**config.mk**
```make
export PLATFORM = sky130hd
export DESIGN_NAME = cfgb_bank
export DESIGN_NICKNAME = d
export VERILOG_FILES = /design/src/cfgb_pkg.sv /design/src/cfgb_bank.sv
export VERILOG_INCLUDE_DIRS = /design/src
export SDC_FILE = /design/constraint.sdc
export NUM_CORES = 1
export LEC_CHECK = 0
export BUFFER_PORTS_ARGS = -buffer_cell sky130_fd_sc_hd__buf_2
export CAP_MARGIN = 20
export CORE_UTILIZATION = 40
export CTS_BUF_LIST = sky130_fd_sc_hd__clkbuf_4 sky130_fd_sc_hd__clkbuf_8
export DETAILED_ROUTE_END_ITERATION = 16
export GPL_ROUTABILITY_DRIVEN = 0
export HOLD_SLACK_MARGIN = 0.1
export PLACE_DENSITY = 0.53
export SYNTH_ARGS = -nofsm -noshare
export SYNTH_HDL_FRONTEND = slang
export SYNTH_SLANG_ARGS = --single-unit
```
**constraint.sdc**
```tcl
create_clock -name clk_sys -period 7.1 [get_ports clk_sys]
set_clock_uncertainty 0.2 [all_clocks]
set_input_delay 0.355 -clock clk_sys [delete_from_list [all_inputs] [get_ports clk_sys]]
set_output_delay 0.355 -clock clk_sys [all_outputs]
set_load 0.1 [all_outputs]
```
**src/cfgb_consts.svh**
```systemverilog
// Constants of the channel configuration register bank.
// Included by the bank; definitions only.
`ifndef CFGB_CONSTS_SVH
`define CFGB_CONSTS_SVH

`define CFGB_PAGE_CFG 8'h00
`define CFGB_OFS_CH3_PHASE 8'h4a
`define CFGB_OFS_CH4_INPUT 8'h4b
`define CFGB_OFS_CODE_A 8'h4c
`define CFGB_OFS_CH4_VOLUME 8'h4d

`define CFGB_RST_CH3_PHASE 8'h00
`define CFGB_RST_CH4_INPUT 8'h00
`define CFGB_RST_CODE_A 8'h00
`define CFGB_RST_CH4_VOLUME 8'hc9

// Writable bits; the rest are reserved
`define CFGB_MASK_CH4_INPUT 8'hfd
`define CFGB_MASK_CODE_A 8'hfc

`define CFGB_POS_CLASS 7
`define CFGB_POS_SRC_HI 6
`define CFGB_POS_SRC_LO 5
`define CFGB_POS_COUPLING 4
`define CFGB_POS_LOAD_HI 3
`define CFGB_POS_LOAD_LO 2
`define CFGB_POS_RANGE_EN 0
`define CFGB_POS_GAIN_HI 7
`define CFGB_POS_GAIN_LO 2

`define CFGB_GAIN_MAX_CODE 6'h2a
`define CFGB_VOL_UNITY_CODE 8'hc9
`define CFGB_VOL_MUTE_CODE 8'h00
`define CFGB_RESERVED_CODE2 2'h3

`endif

```
**src/cfgb_pkg.sv**
```systemverilog
// Types shared by the channel configuration register bank.
// Assumes cfgb_consts.svh is on the include path.
package cfgb_pkg;

  typedef enum logic [1:0] {
    CFGB_SRC_DIFF = 2'b00,
    CFGB_SRC_SINGLE = 2'b01,
    CFGB_SRC_PDM = 2'b10,
    CFGB_SRC_RSVD = 2'b11
  } cfgb_src_t;

  // Decoded channel-four settings for the datapath
  typedef struct packed {
    logic line_input;
    cfgb_src_t source;
    logic direct_coupling;
    logic [1:0] load_select;
    logic range_enhancer_on;
    logic automatic_level_control_on;
    logic [5:0] gain_db;
    logic gain_reserved;
    logic muted;
    logic signed [8:0] volume_half_db;
    logic code_reserved;
  } cfgb_ch4_cfg_t;

  // Host side register access on the control port
  typedef struct packed {
    logic sel;
    logic we;
    logic [7:0] page;
    logic [7:0] addr;
    logic [7:0] wdata;
  } cfgb_req_t;

endpackage : cfgb_pkg

```
**src/cfgb_bank.sv**
```systemverilog
// Channel configuration register bank with the channel-three phase delay line.
// Assumes the control port decoder presents one access per cycle, synchronous
// to clk_sys, and that mod_tick marks one modulator clock period.
// How it works
// - Nonzero channel-three code N delays samples by N modulator periods, zero none.
// - Channel-three delay register: page zero, index 0x4A, eight bits, RW, resets zero.
// - Channel-four bit 7 clear means microphone, set means line input.
// - Bits 6:5 pick differential, single-ended or PDM source; code 3 reserved.
// - Bit 4 clear means AC coupling, set means direct coupling.
// - Bits 3:2 select 2.5, 10 or 20 kilohm load; code 3 reserved.
// - Bit 0 enables range enhancer or level control, chosen by register 108 bit 3.
// - Channel-four input register at 0x4B resets to zero.
// - Gain register 0x4C holds 6-bit gain in bits 7:2, 0 to 42 dB.
// - Volume register 0x4D: 0 mutes, 1 is -100 dB, 201 is 0 dB.
// - Volume register resets to 0xC9, unity volume.
`timescale 1ns/1ps
`include "cfgb_consts.svh"

module cfgb_bank
  import cfgb_pkg::*;
#(
  parameter int SAMPLE_W = 4,
  parameter int DELAY_DEPTH = 256
) (
  // Clock, reset, enable
  input wire logic clk_sys,
  input wire logic nrst,
  input wire logic clk_en,
  // Control port
  input wire cfgb_req_t reg_req,
  output logic [7:0] reg_rdata,
  // Shared selection of range enhancer versus level control
  input wire logic page0_reg_108_bit3,
  // Channel-three modulator stream
  input wire logic mod_tick,
  input wire logic [SAMPLE_W-1:0] ch3_sample_in,
  output logic [SAMPLE_W-1:0] ch3_sample_out,
  // Channel settings
  output logic [7:0] ch3_phase_delay_code,
  output cfgb_ch4_cfg_t ch4_cfg
);

  localparam int PTR_W = $clog2(DELAY_DEPTH);

  logic [7:0] ch3_phase_delay_q;
  logic [7:0] ch4_input_setup_q;
  logic [7:0] ch4_analog_gain_q;
  logic [7:0] ch4_volume_level_q;
  logic [SAMPLE_W-1:0] dly_mem_q [DELAY_DEPTH];
  logic [PTR_W-1:0] wr_ptr_q;
  logic [SAMPLE_W-1:0] ch3_out_q;
  logic [7:0] rdata_d;

  function automatic logic wr_hit(input cfgb_req_t r, input logic [7:0] ofs);
    wr_hit = r.sel && r.we && (r.page == `CFGB_PAGE_CFG) && (r.addr == ofs);
  endfunction : wr_hit

  // Half-dB steps relative to unity; code 0 is mute and handled apart
  function automatic logic signed [8:0] vol_half_db(input logic [7:0] code);
    vol_half_db = $signed({1'b0, code}) - $signed({1'b0, `CFGB_VOL_UNITY_CODE});
  endfunction : vol_half_db

  // Register storage; reserved bits are never stored
  always_ff @(posedge clk_sys or negedge nrst) begin
    if (!nrst) begin
      ch3_phase_delay_q <= `CFGB_RST_CH3_PHASE;
      ch4_input_setup_q <= `CFGB_RST_CH4_INPUT;
      ch4_analog_gain_q <= `CFGB_RST_CODE_A;
      ch4_volume_level_q <= `CFGB_RST_CH4_VOLUME;
    end else if (clk_en) begin
      if (wr_hit(reg_req, `CFGB_OFS_CH3_PHASE)) begin
        ch3_phase_delay_q <= reg_req.wdata;
      end
      if (wr_hit(reg_req, `CFGB_OFS_CH4_INPUT)) begin
        ch4_input_setup_q <= reg_req.wdata & `CFGB_MASK_CH4_INPUT;
      end
      if (wr_hit(reg_req, `CFGB_OFS_CODE_A)) begin
        ch4_analog_gain_q <= reg_req.wdata & `CFGB_MASK_CODE_A;
      end
      if (wr_hit(reg_req, `CFGB_OFS_CH4_VOLUME)) begin
        ch4_volume_level_q <= reg_req.wdata;
      end
    end
  end

  // Read mux; other pages and indices answer zero
  always_comb begin
    rdata_d = 8'h00;
    if (reg_req.sel && !reg_req.we && reg_req.page == `CFGB_PAGE_CFG) begin
      unique case (reg_req.addr)
        `CFGB_OFS_CH3_PHASE: rdata_d = ch3_phase_delay_q;
        `CFGB_OFS_CH4_INPUT: rdata_d = ch4_input_setup_q;
        `CFGB_OFS_CODE_A: rdata_d = ch4_analog_gain_q;
        `CFGB_OFS_CH4_VOLUME: rdata_d = ch4_volume_level_q;
        default: rdata_d = 8'h00;
      endcase
    end
  end

  // Read data is held until the next read
  always_ff @(posedge clk_sys or negedge nrst) begin
    if (!nrst) begin
      reg_rdata <= 8'h00;
    end else if (clk_en && reg_req.sel && !reg_req.we) begin
      reg_rdata <= rdata_d;
    end
  end

  // Delay line: every tick stores a sample and picks the one N ticks old
  always_ff @(posedge clk_sys or negedge nrst) begin
    if (!nrst) begin
      wr_ptr_q <= '0;
      ch3_out_q <= '0;
    end else if (clk_en && mod_tick) begin
      wr_ptr_q <= wr_ptr_q + PTR_W'(1);
      if (ch3_phase_delay_q == 8'h00) begin
        ch3_out_q <= ch3_sample_in;
      end else begin
        ch3_out_q <= dly_mem_q[wr_ptr_q - PTR_W'(ch3_phase_delay_q)];
      end
    end
  end

  // Memory has no reset; stale taps can show until every entry is written, DELAY_DEPTH ticks after reset
  always_ff @(posedge clk_sys) begin
    if (clk_en && mod_tick) begin
      dly_mem_q[wr_ptr_q] <= ch3_sample_in;
    end
  end

  assign ch3_sample_out = ch3_out_q;
  assign ch3_phase_delay_code = ch3_phase_delay_q;

  // Decoded channel-four view
  always_comb begin
    ch4_cfg.line_input = ch4_input_setup_q[`CFGB_POS_CLASS];
    ch4_cfg.source = cfgb_src_t'(
      ch4_input_setup_q[`CFGB_POS_SRC_HI:`CFGB_POS_SRC_LO]);
    ch4_cfg.direct_coupling = ch4_input_setup_q[`CFGB_POS_COUPLING];
    ch4_cfg.load_select = ch4_input_setup_q[`CFGB_POS_LOAD_HI:`CFGB_POS_LOAD_LO];
    // Pin muxing stays with software, so the PDM pick is passed on as is
    ch4_cfg.range_enhancer_on = ch4_input_setup_q[`CFGB_POS_RANGE_EN]
      && !page0_reg_108_bit3;
    ch4_cfg.automatic_level_control_on = ch4_input_setup_q[`CFGB_POS_RANGE_EN]
      && page0_reg_108_bit3;
    ch4_cfg.gain_db = ch4_analog_gain_q[`CFGB_POS_GAIN_HI:`CFGB_POS_GAIN_LO];
    ch4_cfg.gain_reserved = ch4_cfg.gain_db > `CFGB_GAIN_MAX_CODE;
    ch4_cfg.muted = ch4_volume_level_q == `CFGB_VOL_MUTE_CODE;
    ch4_cfg.volume_half_db = vol_half_db(ch4_volume_level_q);
    ch4_cfg.code_reserved = (ch4_cfg.source == CFGB_SRC_RSVD)
      || (ch4_cfg.load_select == `CFGB_RESERVED_CODE2);
  end

  a_phase_write: assert property (@(posedge clk_sys) disable iff (!nrst)
    (clk_en && wr_hit(reg_req, `CFGB_OFS_CH3_PHASE))
      |=> ch3_phase_delay_code == $past(reg_req.wdata))
    else $error("Phase delay write not stored");

  a_reserved_read: assert property (@(posedge clk_sys) disable iff (!nrst)
    (clk_en && reg_req.sel && !reg_req.we && reg_req.page == `CFGB_PAGE_CFG
      && reg_req.addr == `CFGB_OFS_CODE_A) |=> reg_rdata[1:0] == 2'h0)
    else $error("Reserved gain bits read nonzero");

  a_input_reserved: assert property (@(posedge clk_sys) disable iff (!nrst)
    (clk_en && reg_req.sel && !reg_req.we && reg_req.page == `CFGB_PAGE_CFG
      && reg_req.addr == `CFGB_OFS_CH4_INPUT)
      |=> (reg_rdata == $past(ch4_input_setup_q)) && (reg_rdata[1] == 1'b0))
    else $error("Input register readback wrong");

  a_reset_values: assert property (@(posedge clk_sys) disable iff (!nrst)
    $rose(nrst) |-> (ch4_volume_level_q == 8'hc9 && ch4_input_setup_q == 8'h00
      && ch3_phase_delay_q == 8'h00 && ch4_cfg.volume_half_db == 9'sd0))
    else $error("Reset values wrong");

  a_volume_scale: assert property (@(posedge clk_sys) disable iff (!nrst)
    ch4_volume_level_q == 8'h01 |-> (ch4_cfg.volume_half_db == -9'sd200
      && !ch4_cfg.muted))
    else $error("Volume code one is not minus 100 dB");

  a_volume_mute: assert property (@(posedge clk_sys) disable iff (!nrst)
    ch4_cfg.muted == (ch4_volume_level_q == 8'h00))
    else $error("Mute flag disagrees with volume code");

  a_range_select: assert property (@(posedge clk_sys) disable iff (!nrst)
    !(ch4_cfg.range_enhancer_on && ch4_cfg.automatic_level_control_on)
      && ((ch4_cfg.range_enhancer_on || ch4_cfg.automatic_level_control_on)
        == ch4_input_setup_q[0]))
    else $error("Range enhancer and level control select wrong");

  a_gain_reserved: assert property (@(posedge clk_sys) disable iff (!nrst)
    ch4_cfg.gain_reserved == (ch4_analog_gain_q[7:2] >= 6'd43))
    else $error("Gain reserved flag wrong");

  a_delay_bypass: assert property (@(posedge clk_sys) disable iff (!nrst)
    (clk_en && mod_tick && ch3_phase_delay_q == 8'h00)
      |=> ch3_sample_out == $past(ch3_sample_in))
    else $error("Zero delay did not pass sample through");

  a_delay_one: assert property (@(posedge clk_sys) disable iff (!nrst)
    (clk_en && mod_tick && ch3_phase_delay_q == 8'h01)
      |=> ch3_sample_out == $past(dly_mem_q[wr_ptr_q - PTR_W'(1)]))
    else $error("Single period delay wrong");

  a_field_decode: assert property (@(posedge clk_sys) disable iff (!nrst)
    (ch4_cfg.line_input == ch4_input_setup_q[7])
      && (ch4_cfg.direct_coupling == ch4_input_setup_q[4])
      && (ch4_cfg.code_reserved == (ch4_input_setup_q[6:5] == 2'h3
        || ch4_input_setup_q[3:2] == 2'h3)))
    else $error("Input field decode wrong");

  // Enable low must hold every flop; a write presented while it is low is dropped
  a_clken_freeze: assert property (@(posedge clk_sys) disable iff (!nrst)
    !clk_en |=> ($stable(ch3_phase_delay_q) && $stable(ch4_input_setup_q)
      && $stable(ch4_analog_gain_q) && $stable(ch4_volume_level_q)
      && $stable(reg_rdata) && $stable(wr_ptr_q) && $stable(ch3_sample_out)))
    else $error("State changed while clock enable low");

  a_input_write: assert property (@(posedge clk_sys) disable iff (!nrst)
    (clk_en && wr_hit(reg_req, `CFGB_OFS_CH4_INPUT))
      |=> ch4_input_setup_q == ($past(reg_req.wdata) & 8'hfd))
    else $error("Input register write not stored");

  a_gain_write: assert property (@(posedge clk_sys) disable iff (!nrst)
    (clk_en && wr_hit(reg_req, `CFGB_OFS_CODE_A))
      |=> ch4_analog_gain_q == ($past(reg_req.wdata) & 8'hfc))
    else $error("Gain register write not stored");

  a_volume_write: assert property (@(posedge clk_sys) disable iff (!nrst)
    (clk_en && wr_hit(reg_req, `CFGB_OFS_CH4_VOLUME))
      |=> ch4_volume_level_q == $past(reg_req.wdata))
    else $error("Volume register write not stored");

  // Writes to other pages must not alias onto this bank
  a_foreign_page: assert property (@(posedge clk_sys) disable iff (!nrst)
    (clk_en && reg_req.sel && reg_req.we && reg_req.page != 8'h00)
      |=> ($stable(ch3_phase_delay_q) && $stable(ch4_input_setup_q)
        && $stable(ch4_analog_gain_q) && $stable(ch4_volume_level_q)))
    else $error("Write to another page changed a register");

  a_unmapped_read: assert property (@(posedge clk_sys) disable iff (!nrst)
    (clk_en && reg_req.sel && !reg_req.we && (reg_req.page != 8'h00
      || reg_req.addr < 8'h4a || reg_req.addr > 8'h4d))
      |=> reg_rdata == 8'h00)
    else $error("Unmapped read returned nonzero");

  a_read_hold: assert property (@(posedge clk_sys) disable iff (!nrst)
    !(clk_en && reg_req.sel && !reg_req.we) |=> $stable(reg_rdata))
    else $error("Read data moved without a read");

  a_tap_hold: assert property (@(posedge clk_sys) disable iff (!nrst)
    !(clk_en && mod_tick) |=> $stable(ch3_sample_out))
    else $error("Delayed sample moved without a tick");

  a_ptr_step: assert property (@(posedge clk_sys) disable iff (!nrst)
    (clk_en && mod_tick) |=> wr_ptr_q == $past(wr_ptr_q) + PTR_W'(1))
    else $error("Delay pointer did not advance");

  a_gain_decode: assert property (@(posedge clk_sys) disable iff (!nrst)
    ch4_cfg.gain_db == ch4_analog_gain_q[7:2])
    else $error("Gain field decode wrong");

  // Top code is +27 dB, i.e. 54 half-dB steps above unity
  a_volume_top: assert property (@(posedge clk_sys) disable iff (!nrst)
    ch4_volume_level_q == 8'hff |-> (ch4_cfg.volume_half_db == 9'sd54
      && !ch4_cfg.muted))
    else $error("Volume code 255 is not plus 27 dB");

  a_volume_unity: assert property (@(posedge clk_sys) disable iff (!nrst)
    ch4_volume_level_q == 8'hc9 |-> ch4_cfg.volume_half_db == 9'sd0)
    else $error("Volume code 201 is not unity");

  a_source_decode: assert property (@(posedge clk_sys) disable iff (!nrst)
    (ch4_cfg.source == cfgb_src_t'(ch4_input_setup_q[6:5]))
      && (ch4_cfg.load_select == ch4_input_setup_q[3:2]))
    else $error("Source or load decode wrong");

  // Reserved bits must never be stored, whatever the host writes
  a_reserved_store: assert property (@(posedge clk_sys) disable iff (!nrst)
    (ch4_input_setup_q[1] == 1'b0) && (ch4_analog_gain_q[1:0] == 2'h0))
    else $error("Reserved bit stored");

  a_coupling_decode: assert property (@(posedge clk_sys) disable iff (!nrst)
    ch4_cfg.direct_coupling == ch4_input_setup_q[4])
    else $error("Coupling decode wrong");

  a_class_decode: assert property (@(posedge clk_sys) disable iff (!nrst)
    ch4_cfg.line_input == ch4_input_setup_q[7])
    else $error("Input class decode wrong");

endmodule : cfgb_bank

```
* Word level (Yosys, flattened, before mapping) *
Memories as Yosys holds them, arrays and structs flattened. A register that Yosys moved wholly into a read port is not among the register bits.
Cells that the tools add are included.

storage, ports and cells
  bits in registers = 45
  output and inout bits = 46
  memories kept = 1
  latch bits = 0
  input port bits = 35
  ROM bits = 0
  memory bits (writable) = 1024

memory list
  memory     words  width  rd ports  clocked after memory_dff  write ports  RTL line         source
  dly_mem_q  256    4      1         1                         1            cfgb_bank.sv:49  logic [SAMPLE_W-1:0] dly_mem_q [DELAY_DEPTH];

cells by class
  multiply operators = 0
  muxes and demuxes = 4
  div/mod/pow operators = 0
  $add $sub $neg = 3
  eq/ne operators = 6
  bitwise gates (word level) = 0
  reduce and logical (&&, ||, !) cells = 23
  $lt $le $gt $ge = 1
  shift operators = 0

operators with widths
  operator                                              number
  equality test 8 x 7 -> 1 bit, second input constant   4
  one-hot mux 8 bit (4 select lines)                    1
  logical NOT 8 bit                                     2
  logical AND 1 bit                                     13
  subtractor 8 x 8 -> 9 bit, second input constant      1
  adder 8 x 1 -> 8 bit, second input constant           1
  two-way mux 8 bit                                     1
  AND reduction 2 bit                                   4
  subtractor 8 bit                                      1
  greater-than comparator 6 bit, second input constant  1
  equality test 2 bit, second input constant            2
  logical NOT 1 bit                                     3
  two-way mux 1 bit                                     2
  logical OR 1 bit                                      1

* Depth between registers and ports, before layout *
Gate-level depths: netlist of run 1.

  word-level depth = 4
  mapped depth = 14
  depth with buffers taken out = 11

* Worst setup path after synthesis of run 1 *
OpenSTA, ideal clock, no wires.

  path kind = reg2out
  start = register ch4_volume_level_q[0]
  end = output port ch4_cfg[10] (netlist name)
  data arrival time = 4.217 ns
  cell stages (with the launch flop) = 5
  slack = 2.328 ns
  buffers on the path = 0
  path through = dfstp_2 inv_1 ha_1 nand2b_1 nor4_1

RTL lines
  item                      RTL line         source
  start: declaration        cfgb_bank.sv:48  logic [7:0] ch4_volume_level_q;
  start signal: assignment  cfgb_bank.sv:69  ch4_volume_level_q <= `CFGB_RST_CH4_VOLUME;
  start signal: assignment  cfgb_bank.sv:81  ch4_volume_level_q <= reg_req.wdata;
  end: declaration          cfgb_bank.sv:40  output cfgb_ch4_cfg_t ch4_cfg

* Worst setup path in the final report of run 1 *
  start = register wr_ptr_q[0]
  end = register ch3_out_q[2] (netlist: ch3_sample_out[2]) (read register of dly_mem_q)

on the way
  longest elaborated chain between the ends = 1

RTL lines
  item                      RTL line          source
  start: declaration        cfgb_bank.sv:50   logic [PTR_W-1:0] wr_ptr_q;
  start signal: assignment  cfgb_bank.sv:115  wr_ptr_q <= wr_ptr_q + PTR_W'(1);
  subtractor 8 bit          cfgb_bank.sv:119  ch3_out_q <= dly_mem_q[wr_ptr_q - PTR_W'(ch3_phase_delay_q)];
  end: declaration          cfgb_bank.sv:51   logic [SAMPLE_W-1:0] ch3_out_q;

No other way between the ends.
A chain may end at the register's enable or synchronous reset.

==> metrics.txt, run 1 <==
status finished clean; GR Util All Layers 20.1%; largest net degree at the start of global routing 147; final WL 110000 um; synthesized flop and latch total 1073; critical path arrival 5.46 ns; core area 0.108 mm2; setup bufs post-CTS 0; drt drc 0; Layout Nets 2556; most frequent cells in the layout 1024 x edfxtp_1, 280 x mux4_2, 272 x nor2_1; Pleak 15.9 nW; WP buf/inv 3; crit path time final 4.96 ns; WHS Endpoint ch4_input_setup_q[3]; CTS H-tree lvls 4; routed vias/inst 5.59; PostCTS Resize Cnt 0; WHS 0.224 ns; worst min-delay path category in -> reg; Slew @ Worst Pin 1.10 ns; unrepaired setup endpoints after global routing no; Slowest cell on crit path fa_4; die height 332 um; ratio of cells with drive above 1 in the final layout 27.3%; worst path required time 7.60 ns; vias in the first global route 23921; number of max-slew violations in the final report 0; # Max-Cap Violations 0; Post-Syn Nets 2353; Top FF cell, synth edfxtp_1; Antenna Nets Post-Route 0; Hold Vio Cnt, Final 0; detailed-route via count 22553; Top Ports 81; crit-path cells inv_1 -> ha_1 -> fa_4 -> buf_12 -> buf_4 -> mux4_2 -> mux4_2 -> a22oi_1 -> o31ai_1 -> o31ai_1 -> nand3_1; Final TNS setup 0 ns; Ys Warns 0; critical path endpoint category flip-flop; worst r2r src wr_ptr_q[0]; worst-case reg-to-reg path depth 11; drt first-iter violations 2032; initial antenna violation count 3; Fmax 201 MHz; input/output buffers 80; CP max FO 55; synthesized instance count 2304; clk_lat worst skew 0.83 ns; DR WL/cell 27.2 um; commonest non-fill, non-tap cell in the layout edfxtp_1; Cell Count, Final, Fillers Out 4033; final worst path period share 69.9%; DP Cell Count 3677; CP Launch Type flip-flop; Post-synth ARST share 4.57%; kind of critical path reg -> reg; peak supply drop 0.000233 V; total chip power 18.2 mW; setup violators final 0; R2R setup slack 2.14 ns; Max clock buf depth 3; EDFF count, synth 1024; hold_sp reg_req[18]; Syn Area/Cell 18.9 um2; row cnt 120; total die area 0.110 mm2; global-route wire length before repair 162000 um; max incr delay on CP 0.99 ns; Distinct cells, synth 64; clk slew on worst S/H paths 0.06 ns; sequential area share after synthesis 73.3%; P per Cell Area 367 mW/mm2; Sink Count 1073; cts bufs inserted 174; Layout fillers 9032; initial core utilization 40.5%; Worst R2R End ch3_sample_out[2]; Syn Std Cell Area 0.0436 mm2; DR pass1 iterations 8; hold path depth 6; CP delay by family, top adder cells; area grow syn2layout 13.5%; DPL Wire Length 65700 um; Slew Limit Headroom 26.9%; CTS tree built; die width 332 um; GRT Residual Overflow 0; CTS Root Cell clkbuf_8
-- synthesized netlist by cell type, types with 3 or more instances --
cell       instances  area, um2
a211oi_1           5       37.5
a21o_1             3       22.5
a21oi_1           13       65.1
a22o_1            12        105
a22oi_1           10       75.1
a31oi_1            4       25.0
and2_1            10       62.6
and3_1             3       18.8
buf_1             12       45.0
buf_2             35        175
buf_4             16        120
buf_6              4       45.0
clkbuf_1          77        289
dfrtp_1           45       1130
dfstp_2            4        105
edfxtp_1        1024      30700
ha_1              13        163
inv_1             12       45.0
mux2_2            23        259
mux2i_1           68        681
mux4_2           280       6310
nand2_1          149        559
nand2b_1           4       25.0
nand3_1           51        255
nand3b_1           4       30.0
nand4_1           12       75.1
nor2_1           272       1020
nor2b_1           11       68.8
nor3_1             9       45.0
nor4_1             5       31.3
o2111ai_1         11       96.3
o211ai_1           7       52.6
o21ai_0           11       55.1
o22ai_1            7       43.8
o31ai_1           18        135
or2_2              7       43.8
xnor2_1           10       87.6
xor2_1            11       96.3
-- logic make-up after synthesis --
kind of cell	Yosys count	share of synthesized area [%]
compound gates	114	1.90
fa+ha+maj	14	0.419
xor+xnor	26	0.654
mux	371	16.6
flops	1073	73.3
buf+inv	158	1.73
simple gates	548	5.35
-- sequential cells by signal, summed over array words and instances (netlist names) --
register,flops
dly_mem_q,1024
ch3_phase_delay_code,8
ch4_volume_level_q,8
reg_rdata,8
wr_ptr_q,8
ch4_input_setup_q,7
ch4_analog_gain_q,6
ch3_sample_out,4
-- area by class of cell --
class	count	area (um2)	area share [%]
Sequential cell	1073	32000	64.6
Clock inverter	61	439	0.887
Clock buffer	237	2900	5.86
Antenna cell	1	2.50	0.00505
Inverter	12	45.0	0.0910
Tap cell	1403	1760	3.55
Multi-Input combinational cell	1073	11000	22.2
Timing Repair Buffer	173	1390	2.80
-- layer usage --
layer | share of wire [%] | global-route usage, % | routed length (um)
met1 | 43 | 27.4 | 46800
met2 | 49 | 32.7 | 53700
met3 | 6.1 | 3.81 | 6730
met4 | 2.3 | 6.06 | 2500
met5 | 0 | 0 | 0
-- worst register-to-register path, stage by stage, from the launching register on --
cell and delay (ns):
dfrtp_1 0.42, inv_1 0.18, ha_1 0.24, fa_4 0.99
buf_12 0.34, buf_4 0.63, mux4_2 0.41, mux4_2 0.51
a22oi_1 0.32, o31ai_1 0.13, o31ai_1 0.34, nand3_1 0.12
-- worst max path at each step --
stage | start | endpoint | cells after the start
floorplan | ch4_volume_level_q[0] | ch4_cfg[10] | 4
global placement | wr_ptr_q[0] | ch3_sample_out[1] | 11
detailed placement | wr_ptr_q[0] | ch3_sample_out[2] | 11
CTS | wr_ptr_q[0] | ch3_sample_out[2] | 11
global route | wr_ptr_q[0] | ch3_sample_out[1] | 11
finish | wr_ptr_q[0] | ch3_sample_out[2] | 11
-- repair_timing --
item,CTS,global route
endpoints found under the setup margin,0,0
hold buffers,56,0
hold endpoints to repair,465,0
-- report_power, final --
group	total [mW]	switching, mW	internal [mW]
Sequential	7.08	0.0923	6.99
Combinational	5.85	3.43	2.42
Clock	5.24	2.42	2.82
Total	18.2	5.94	12.2
-- stage by stage --
step | utilization [%] | cell area (um2) | setup slack, ns
2_1_floorplan | - | 43600 | 2.33
3_3_place_gp | 42.4 | 45600 | 2.23
3_5_place_dp | 42.4 | 45600 | 2.19
4_1_cts | 46.0 | 49500 | 2.18
5_1_grt | 46.0 | 49500 | 1.97
6_report | 46.0 | 49500 | 2.14
Note: power is estimated with default switching activity, not from simulation.
==> inputs of run 2 (changes only) <==
clock period = 5 ns   (was 7.1 ns; I/O delays follow)
==> metrics.txt, run 2 (synthesized netlist as in run 1, its figures left out) <==
CTS H-tree lvls 4; switch share 32.6%; Hold Vio Cnt, Final 0; WHS 0.190 ns; routed vias/inst 5.52; Largest Register dly_mem_q; Max clock buf depth 3; area grow syn2layout 14.3%; Final TNS setup 0 ns; setup bufs post-CTS 0; row cnt 120; status finished clean; drt first-iter violations 2052; P per Cell Area 521 mW/mm2; Top Ports 81; CTS tree built; Slew Limit Headroom 25.9%; initial antenna violation count 3; number of max-slew violations in the final report 0; final WL 111000 um; fin area 0.0499 mm2; CTS Root Cell clkbuf_8; global-route wire length before repair 163000 um; Antenna Nets Post-Route 0; drt drc 0; initial core utilization 40.5%; commonest non-fill, non-tap cell in the layout edfxtp_1; Largest register FFs 1024; # Max-Cap Violations 0; kind of critical path reg -> reg; CP max FO 44; Fmax 218 MHz; critical path endpoint category flip-flop; ratio of cells with drive above 1 in the final layout 28.1%; Placed Area 0.0458 mm2; final worst path period share 91.6%; largest net degree at the start of global routing 139; clk slew on worst S/H paths 0.06 ns; Layout fillers 9054; Clk pwr share 28.9%; worst path required time 5.50 ns; clk_lat worst skew 0.84 ns; input/output buffers 80; register area 0.0320 mm2; peak supply drop 0.000347 V; critical path arrival 5.08 ns; die width 332 um; Pint 17.5 mW; Layout Nets 2583; most frequent cells in the layout 1024 x edfxtp_1, 280 x mux4_2, 272 x nor2_1; crit path time final 4.58 ns; DR WL/cell 27.1 um; vias in the first global route 24140; detailed-route via count 22524; die height 332 um; Reg power frac 38.6%; GR Util All Layers 20.3%; logic gate share of total power 32.5%; worst min-delay path category in -> reg; DR pass1 iterations 5; multi-input logic area 0.0110 mm2; cts bufs inserted 178; Slew @ Worst Pin 1.11 ns; GRT Residual Overflow 0; CP Launch Type flip-flop; setup violators final 0; Pleak 16.1 nW; net switching power 8.47 mW; core area 0.108 mm2; unrepaired setup endpoints after global routing no; total die area 0.110 mm2; Sink Count 1073; DPL Wire Length 68300 um
run 2: worst paths after layout:
kind | depth (start not counted) | endpoint | startpoint | slack [ns]
worst max-delay path | 12 | ch3_sample_out[2] | wr_ptr_q[0] | 0.42
worst min-delay path | 6 | ch4_volume_level_q[6] | reg_req[19] | 0.19
worst max register to register | 12 | ch3_sample_out[2] | wr_ptr_q[0] | 0.42
worst min register to register | 1 | reg_rdata[4] | reg_rdata[4] | 0.32
max in group asynchronous | 4 | ch4_analog_gain_q[3] | nrst | 3.68
min in group asynchronous | 4 | ch3_sample_out[1] | nrst | 0.43
run 2: worst max-delay path, cell delays in order (launching register included):
cell and delay [ns]:
dfrtp_1 0.41, inv_1 0.17, ha_1 0.23, fa_4 0.52, nand2b_1 0.22, o2bb2ai_1 0.28
xnor2_4 0.26, buf_4 0.59, nand3_1 0.27, o2111ai_1 0.28, a31oi_1 0.23, o31ai_1 0.62
nand3_1 0.15
run 2: routing by layer:
| metal | up-vias | wire, um | GRT usage (%) |
|---|---|---|---|
| met3 | 182 | 6090 | 3.91 |
| met1 | 11920 | 47000 | 27.1 |
| met5 | - | 0 | 0 |
| met4 | 0 | 2800 | 6.85 |
| met2 | 678 | 54700 | 33.5 |
| li1 | 9744 | - | - |
run 2: final cells by class:
cell class	instances	area share (%)
sequential	1073	64.1
multi-input combinational	1073	22.1
clock buffer	239	5.92
tap	1403	3.52
timing repair buffer	196	3.26
clock inverter	81	0.981
inverter	12	0.0904
antenna	1	0.00502
run 2: power by group through the flow:
stage / logic [mW] / registers, mW / clock network [mW]
CTS: 8.57 / 10.0 / 7.69
global route: 8.99 / 10.0 / 8.04
finish: 8.46 / 10.0 / 7.51
floorplan: 5.60 / 10.3 / 0
detailed placement: 8.52 / 10.2 / 0
global placement: 8.50 / 10.2 / 0
run 2: what timing repair did:
item / in CTS / in global routing
resized for setup: 0 / 0
hold endpoints to repair: 701 / 0
hold buffers: 57 / 0
run 2: per-stage QoR:
| stage | util (%) | std cells | power, mW | setup slack (ns) |
|---|---|---|---|---|
| after floorplan | - | 2304 | 15.9 | 0.333 |
| after global placement | 42.6 | 3700 | 18.7 | 0.446 |
| after detailed placement | 42.6 | 3700 | 18.7 | 0.453 |
| after CTS | 46.3 | 4077 | 26.3 | 0.424 |
| after global routing | 46.3 | 4078 | 27.1 | 0.267 |
| final | 46.3 | 4078 | 26.0 | 0.421 |
